<file path="config.mk">
export PLATFORM = sky130hd
export DESIGN_NAME = sram_write_host
export DESIGN_NICKNAME = d
export VERILOG_FILES = /design/src/common/sram_host_pkg.sv /design/src/cycle_timer.sv /design/src/sram_write_host.sv
export SDC_FILE = /design/constraint.sdc
export NUM_CORES = 1
export LEC_CHECK = 0
export BUFFER_PORTS_ARGS = -buffer_cell sky130_fd_sc_hd__buf_4
export CORE_ASPECT_RATIO = 1.1
export CORE_UTILIZATION = 47
export DETAILED_ROUTE_END_ITERATION = 8
export PLACE_DENSITY = 0.82
export SLEW_MARGIN = 20
export SYNTH_ARGS = -nofsm -noshare
export SYNTH_HDL_FRONTEND = slang
export SYNTH_SLANG_ARGS = --single-unit
</file>
<file path="constraint.sdc">
create_clock -name sys_clk_in -period 1.96 [get_ports sys_clk_in]
set_input_delay 0.49 -clock sys_clk_in [delete_from_list [all_inputs] [get_ports sys_clk_in]]
set_output_delay 0.49 -clock sys_clk_in [all_outputs]
set_load 0.01 [all_outputs]
</file>
<file path="src/common/sram_host_pkg.sv">
package sram_host_pkg;
    // ==========================================================
    // array geometry
    localparam int ADDR_W = 13;
    localparam int DATA_W = 16;
    localparam int LANE_W = 8;
    // ==========================================================
    // clock, write and read timing, ns
    localparam int CLK_PERIOD_NS = 50;
    localparam int ADDR_SETUP_FALL_NS = 2;
    localparam int ADDR_SETUP_RISE_SLOW_NS = 34;
    localparam int STROBE_LOW_SLOW_NS = 25;
    localparam int DATA_SETUP_SLOW_NS = 20;
    localparam int HOLD_NS = 2;
    localparam int GATE_OFF_NS = 10;
    localparam int READ_ACCESS_SLOW_NS = 36;
    // least times round up to whole cycles, at least one
    localparam int SETUP_CYC = (ADDR_SETUP_FALL_NS + CLK_PERIOD_NS - 1) / CLK_PERIOD_NS;
    localparam int STROBE_CYC_RAW =
        (ADDR_SETUP_RISE_SLOW_NS + CLK_PERIOD_NS - 1) / CLK_PERIOD_NS;
    localparam int STROBE_CYC = (STROBE_CYC_RAW < 1) ? 1 : STROBE_CYC_RAW;
    localparam int HOLD_CYC = (HOLD_NS + CLK_PERIOD_NS - 1) / CLK_PERIOD_NS;
    localparam int TURN_CYC = (GATE_OFF_NS + CLK_PERIOD_NS - 1) / CLK_PERIOD_NS;
    localparam int ACCESS_CYC = (READ_ACCESS_SLOW_NS + CLK_PERIOD_NS - 1) / CLK_PERIOD_NS;
    localparam int CNT_W = 4;
    localparam logic [CNT_W-1:0] CNT_ZERO = 4'h0;
    // ==========================================================
    // sequencer states
    typedef enum logic [2:0] {
        ST_IDLE, ST_SETUP, ST_STROBE, ST_HOLD, ST_TURN, ST_ACCESS, ST_DONE
    } seq_state_t;
endpackage

</file>
<file path="src/cycle_timer.sv">
`timescale 1ns/100ps
// one-shot down counter, used as the phase timer of the sequencer
module cycle_timer #(
    parameter int CNT_W = 4
) (
    // clock and reset
    input wire logic sys_clk_in,
    input wire logic reset_n_in,
    // control
    input wire logic load_in,
    input wire logic [CNT_W-1:0] count_in,
    // status
    output logic expired_out
);
    logic [CNT_W-1:0] cnt_q;
    wire logic [CNT_W-1:0] cnt_d =
        load_in ? count_in : ((cnt_q != '0) ? cnt_q - 1'b1 : cnt_q);
    always_ff @(posedge sys_clk_in or negedge reset_n_in) begin
        if (!reset_n_in) cnt_q <= '0;
        else cnt_q <= cnt_d;
    end
    // a count of n holds a phase n cycles; zero and one both end at once
    // expiry ignores load, else it would loop back through the sequencer
    assign expired_out = (cnt_q[CNT_W-1:1] == '0);
endmodule // cycle_timer

</file>
<file path="src/sram_write_host.sv">
`timescale 1ns/100ps
// Summary of operation
// RULE_01: select plus any strobe low writes
// RULE_02: address changes only with strobes high
// RULE_03: write starts when select and strobe meet
// RULE_04: write ends at first rising edge
// RULE_05: gate held high during writes, no contention
// RULE_06: data stable before strobe rises
// RULE_07: data held after strobe rises
// RULE_08: address valid before strobe falls
// RULE_09: address valid long before strobe rises
// RULE_10: strobe low pulse long enough
// RULE_11: address held after strobe rises
// RULE_12: select-controlled address setup before rise
// RULE_13: select-controlled select low long enough
// RULE_14: select-controlled data setup before rise
// RULE_15: select-controlled data/address hold after rise
// RULE_16: device re-drives no earlier than strobe rise
// RULE_17: select rising with strobes high stays hi-z
// RULE_18: select high means standby, hi-z
// RULE_19: lane strobes pick low/high byte
// RULE_20: one lane written, other read; host drives all sixteen data pins on every write
// RULE_21: strap high selects relaxed timing
// RULE_22: read gives all sixteen bits
// RULE_23: gate rising floats the data pins
// RULE_24: unstrobed lane keeps stored byte
module sram_write_host #(
    parameter int ADDR_W = sram_host_pkg::ADDR_W,
    parameter int DATA_W = sram_host_pkg::DATA_W
) (
    // clock and reset
    input wire logic sys_clk_in,
    input wire logic reset_n_in,
    // request side
    input wire logic req_valid_in,
    input wire logic req_write_in,
    input wire logic [ADDR_W-1:0] req_addr_in,
    input wire logic [DATA_W-1:0] req_wdata_in,
    input wire logic [1:0] req_lane_en_in,
    input wire logic guard_pin_strap_in,
    output logic req_ready_out,
    output logic rsp_valid_out,
    output logic [DATA_W-1:0] rsp_rdata_out,
    output logic relaxed_timing_select_out,
    // memory pins
    output logic [ADDR_W-1:0] word_addr_lines_out,
    output logic chip_select_n_out,
    output logic output_drive_gate_n_out,
    output logic byte_lane0_wr_strobe_out,
    output logic byte_lane1_wr_strobe_out,
    input wire logic [DATA_W-1:0] data_pins_in,
    output logic [DATA_W-1:0] data_pins_out,
    output logic [DATA_W-1:0] data_pins_oe_out
);
    // ==========================================================
    // parameter checks
    if (ADDR_W != sram_host_pkg::ADDR_W || DATA_W != 2 * sram_host_pkg::LANE_W) begin : g_chk
        $error("sram_write_host: unsupported width");
    end

    // ==========================================================
    // state
    sram_host_pkg::seq_state_t state_q, state_d;
    logic [ADDR_W-1:0] addr_q;
    logic [DATA_W-1:0] wdata_q, rdata_q;
    logic [1:0] lane_q;
    logic write_q, cs_n_q, oe_n_q, drive_q, rsp_q, relaxed_q;
    logic [1:0] we_n_q;

    wire logic timer_done;
    wire logic timer_load;
    logic [sram_host_pkg::CNT_W-1:0] timer_count;

    // ==========================================================
    // decode
    wire logic take_req = (state_q == sram_host_pkg::ST_IDLE) && req_valid_in;
    // an all-zero lane mask is a no-op write; treat as full word
    wire logic [1:0] lane_sel = (req_lane_en_in == 2'h0) ? 2'h3 : req_lane_en_in;
    wire logic in_idle = (state_q == sram_host_pkg::ST_IDLE);
    assign timer_load = (state_q != state_d);

    always_comb begin
        state_d = state_q;
        timer_count = sram_host_pkg::CNT_ZERO;
        case (state_q)
            sram_host_pkg::ST_IDLE: begin
                if (req_valid_in) begin
                    state_d = req_write_in ? sram_host_pkg::ST_SETUP
                                           : sram_host_pkg::ST_ACCESS;
                    timer_count = req_write_in
                        ? sram_host_pkg::CNT_W'(sram_host_pkg::SETUP_CYC)
                        : sram_host_pkg::CNT_W'(sram_host_pkg::ACCESS_CYC);
                end
            end
            sram_host_pkg::ST_SETUP: begin
                // address and select settle before strobe falls
                if (timer_done) begin // RULE_08
                    state_d = sram_host_pkg::ST_STROBE;
                    timer_count = sram_host_pkg::CNT_W'(sram_host_pkg::STROBE_CYC);
                end
            end
            sram_host_pkg::ST_STROBE: begin
                // strobe pulse sized by the longest setup
                if (timer_done) begin // RULE_09 RULE_10 RULE_06
                    state_d = sram_host_pkg::ST_HOLD;
                    timer_count = sram_host_pkg::CNT_W'(sram_host_pkg::HOLD_CYC);
                end
            end
            sram_host_pkg::ST_HOLD: begin
                if (timer_done) begin // RULE_07 RULE_11
                    state_d = sram_host_pkg::ST_DONE;
                end
            end
            sram_host_pkg::ST_ACCESS: begin
                if (timer_done) begin // RULE_22
                    state_d = sram_host_pkg::ST_TURN;
                    timer_count = sram_host_pkg::CNT_W'(sram_host_pkg::TURN_CYC);
                end
            end
            sram_host_pkg::ST_TURN: begin
                // gate released; wait for device to float before reuse
                if (timer_done) begin // RULE_23
                    state_d = sram_host_pkg::ST_DONE;
                end
            end
            sram_host_pkg::ST_DONE: begin
                state_d = sram_host_pkg::ST_IDLE;
            end
            default: begin
                state_d = sram_host_pkg::ST_IDLE;
            end
        endcase
    end

    // ==========================================================
    // pin levels per next state
    wire logic nxt_cs = (state_d != sram_host_pkg::ST_IDLE) && (state_d != sram_host_pkg::ST_DONE);
    // strobes low only inside select; first rise ends the write
    wire logic nxt_strobe = (state_d == sram_host_pkg::ST_STROBE); // RULE_01 RULE_03 RULE_04
    wire logic nxt_rd = (state_d == sram_host_pkg::ST_ACCESS);
    wire logic nxt_write = take_req ? req_write_in : write_q;
    wire logic [1:0] nxt_lane = take_req ? lane_sel : lane_q;
    // select deasserts after hold or turn, strobes already high
    wire logic nxt_cs_n = !nxt_cs; // RULE_17 RULE_18
    // gate low only in reads, so a write never fights the device
    wire logic nxt_oe_n = !nxt_rd || nxt_write; // RULE_05 RULE_16
    // only the enabled lane strobes; the other keeps its byte
    wire logic [1:0] nxt_we_n = ~({2{nxt_strobe && nxt_write}} & nxt_lane); // RULE_19 RULE_24
    wire logic nxt_drive = nxt_write && nxt_cs;
    wire logic capture = (state_q == sram_host_pkg::ST_ACCESS) && timer_done;

    // ==========================================================
    // registers
    always_ff @(posedge sys_clk_in or negedge reset_n_in) begin
        if (!reset_n_in) begin
            state_q <= sram_host_pkg::ST_IDLE;
            cs_n_q <= 1'b1;
            oe_n_q <= 1'b1;
            we_n_q <= 2'h3;
            drive_q <= 1'b0;
            rsp_q <= 1'b0;
        end else begin
            state_q <= state_d;
            cs_n_q <= nxt_cs_n;
            oe_n_q <= nxt_oe_n;
            we_n_q <= nxt_we_n;
            drive_q <= nxt_drive;
            rsp_q <= (state_d == sram_host_pkg::ST_DONE);
        end
    end

    // address and data only move while idle, strobes high
    always_ff @(posedge sys_clk_in or negedge reset_n_in) begin
        if (!reset_n_in) begin
            addr_q <= '0;
            wdata_q <= '0;
            lane_q <= 2'h3;
            write_q <= 1'b0;
        end else if (take_req) begin // RULE_02 RULE_15
            addr_q <= req_addr_in;
            wdata_q <= req_wdata_in;
            lane_q <= lane_sel;
            write_q <= req_write_in;
        end
    end

    always_ff @(posedge sys_clk_in or negedge reset_n_in) begin
        if (!reset_n_in) rdata_q <= '0;
        else if (capture) rdata_q <= data_pins_in;
    end

    // strap resampled on every clock once out of reset
    always_ff @(posedge sys_clk_in or negedge reset_n_in) begin
        if (!reset_n_in) relaxed_q <= 1'b0;
        else relaxed_q <= guard_pin_strap_in; // RULE_21
    end

    cycle_timer #(
        .CNT_W(sram_host_pkg::CNT_W)
    ) u_timer (
        .sys_clk_in(sys_clk_in),
        .reset_n_in(reset_n_in),
        .load_in(timer_load),
        .count_in(timer_count),
        .expired_out(timer_done)
    );

    // ==========================================================
    // outputs
    // strobe-controlled writes only; select-controlled form unused
    assign word_addr_lines_out = addr_q; // RULE_12 RULE_13 RULE_14
    assign chip_select_n_out = cs_n_q;
    assign output_drive_gate_n_out = oe_n_q;
    assign byte_lane0_wr_strobe_out = we_n_q[0];
    assign byte_lane1_wr_strobe_out = we_n_q[1];
    assign data_pins_out = wdata_q;
    assign data_pins_oe_out = {DATA_W{drive_q}}; // RULE_20
    assign req_ready_out = in_idle;
    assign rsp_valid_out = rsp_q;
    assign rsp_rdata_out = rdata_q;
    assign relaxed_timing_select_out = relaxed_q;
endmodule // sram_write_host

</file>
==> impl_metrics.csv <==
group,metric,value,unit
status,status,"complete, no violations",
final_layout,postLayoutCoreUtil,0.6808,
place,place.gp.congestion,0.8506,
cts,ctsResizeCount,0,
synthesis,synth_top_area_cell,"dfrtp_1",
place,dp.cells,375,
drt,num_vias,1914,
final_layout,n_antenna_cell,0,
final_layout,fillers,407,
power,p_leak,1.816,nW
place,io_buffers,119,
power,total_power,6.356,mW
flow_run,drv_cap,0,
grt,grt_max_degree,63,
cts,clock-sinks,62,
critical_path,end_kind,"flip-flop",
grt,grt_use_total,0.1838,
die,core,0.005500,mm2
timing,fin_crit,1.828,ns
die,num_rows,28,
timing,period_share,0.9327,
drt,via_per_inst,4.920,
timing,whs,0.2388,ns
synthesis,synth_area_per_cell,13.59,um2
timing,setup_slack,0.1320,ns
synthesis,ys_seq_elements,62,
synthesis,synth_edf_count,0,
timing,slew_headroom,0.5069,
timing,drv_slew,0,
cts,clock_latency,0.32,ns
timing,max_slew.worst_pin.slew,0.7397,ns
grt,antenna_found_initial,0,
grt,gr-total-overflow,0,
critical_path,crit_slowest_cell,"dfrtp_1",
final_layout,fin_cells,389,
cts,cts.clk_slew.worst_paths,0.06,ns
final_layout,nNetsFinal,365,
grt,met3_usage,0.05890,
die,pin_count,120,
drt,drc,0,
final_layout,multi_input_area,959.7,um2
cts,root_buffer,"clkbuf_8",
cts,cts_tree,"yes",
cts,cts_setup_buffers,0,
cts,cts_hold_repair.buffers,0,
synthesis,mappedNetlistNets,255,
place,place_area,0.003590,mm2
die,start_util,0.4966,
drt,wl_per_cell,13.74,um
synthesis,yosysSeqAreaShare,0.5708,
synthesis,syn_area,0.002731,mm2
die,dieWidth,74.69,um
grt,use_met2,0.3054,
synthesis,synthFlopType,"dfrtp_1",
synthesis,synthCells,201,
critical_path,worst-endpoint-arrival,2.04,ns
cts,cts-buffers-inserted,9,
drt,drt_first_iter_violations,66,
cts,htree_levels,3,
cts,cts_buffer_depth,2,
synthesis,synth_cell_types,36,
synthesis,synthArstFlopShare,1.000,
die,dieArea,0.006121,mm2
drt,dr.pass1.iters,4,
place,dp_hpwl,3952,um
critical_path,path_class,"reg2reg",
timing,grt_setup_unrepaired,"false",
timing,hold_viol_final,0,
synthesis,yosys-top-cells-count,"dfrtp_1 (56), mux2_2 (35), buf_4 (19)",
critical_path,cpPeakStageDelay,0.42,ns
synthesis,yosysWarningCount,0,
place,dpl_worst_slack,0.1319,ns
critical_path,required,2.17,ns
final_layout,area_delta_synth_final,37.10,%
power,p_per_area,1697,mW/mm2
final_layout,drive_above_1_share,0.6115,
critical_path,start_kind,"flip-flop",
synthesis,synth_area_leaders,"dfrtp_1 (51%), mux2_2 (14%), dfstp_2 (5.8%), mux2_4 (5.5%), buf_4 (5.2%)",
drt,routed_wl,5345,um
die,die_h,81.96,um
critical_path,cp_max_fo,5,
final_layout,register_area,0.001559,mm2
synthesis,synth.most_common_cell,"dfrtp_1",
final_layout,stdcell_area,0.003745,mm2
timing,setup_viol,0,
grt,first_global_vias,1875,
timing,fmax,547.0,MHz
drt,ant_nets,0,
timing,skew,0.005672,ns
grt,grt_pass1_wl,8404,um
timing,tns,0,ns
critical_path,critical_path.cell_chain,"inv_1 > ha_1 > or3b_1 > xnor2_1 > nand2_1 > a211o_1",
worst_hold_path,min_path_type,"in2async",
grt,met1_usage,0.2086,
power,ir_worst_vdd,832.7,uV
grt,grt_busiest_layer,"met2",
synthesis,yosysTopAreaCellShare,0.5131,
==> cell usage in the layout, fill, tap and decap left out, types with 3 or more instances in the layout <==
master	count
inv_1	7
nor2_1	8
mux2_2	35
o22ai_1	3
buf_4	124
nor3_1	5
o21ai_0	3
or3_1	3
clkbuf_8	10
a21oi_1	7
nand2_1	7
dfstp_2	6
dfrtp_1	56
mux2_4	10
==> routing by layer <==
| layer | vias up | part of all wire |
|---|---|---|
| met2 | 78 | 0.53 |
| li1 | 909 | - |
| met5 | - | 0 |
| met3 | 8 | 0.073 |
| met4 | 0 | 0.017 |
| met1 | 919 | 0.38 |
==> registers in the layout (all words and copies together), names as in the netlist, 2 cells and up <==
signal	cells
data_pins_out	16
lane_q	2
rsp_rdata_out	16
state_q	3
u_timer.cnt_q	4
we_n_q	2
word_addr_lines_out	13
==> report_power, final <==
group | switching, mW | internal (mW) | leakage, nW
Clock | 0.419 | 0.475 | 0.0821
Combinational | 1.37 | 1.77 | 1.00
Sequential | 0.391 | 1.94 | 0.732
Total | 2.18 | 4.18 | 1.82
==> layout make-up <==
class,count,area share
sequential,62,0.4163
multi-input combinational,106,0.2563
timing repair buffer,125,0.2539
clock buffer,12,0.03876
tap,75,0.02506
inverter,7,0.007016
clock inverter,2,0.002673
==> worst paths after layout <==
kind | end | cells after the start | start | slack (ns)
worst max-delay path | u_timer.cnt_q[0] | 6 | u_timer.cnt_q[0] | 0.13
worst min-delay path | word_addr_lines_out[6] | 1 | reset_n_in | 0.24
worst max register to register | u_timer.cnt_q[0] | 6 | u_timer.cnt_q[0] | 0.13
worst min register to register | lane_q[0] | 2 | lane_q[0] | 0.51
max in group asynchronous | rsp_rdata_out[1] | 1 | reset_n_in | 1.24
min in group sys_clk_in | relaxed_timing_select_out | 1 | guard_pin_strap_in | 0.28
==> worst max-delay path: cells and delay by family (launching register included) <==
family / cells / cell delay, ns
AND/OR/NAND/NOR: 2 / 0.49
flip-flops: 1 / 0.42
AO/OA/AOI/OAI: 1 / 0.28
adder cells (fa/ha/maj): 1 / 0.22
XOR/XNOR: 1 / 0.19
buffers and inverters: 1 / 0.10
==> cell families (layout without fill, tap and decap cells) <==
logic type / after synthesis / after routing / share of synthesized area
AOI/OAI and AO/OA: 21 / 21 / 0.05131
and+or+nand+nor: 35 / 35 / 0.08108
muxes: 47 / 47 / 0.2066
xor gates and xnor gates: 1 / 1 / 0.003207
DFF: 62 / 62 / 0.5708
adders and majority gates: 2 / 2 / 0.009160
buffers and inverters: 33 / 146 / 0.07788
Note: power is estimated with default switching activity, not from simulation.
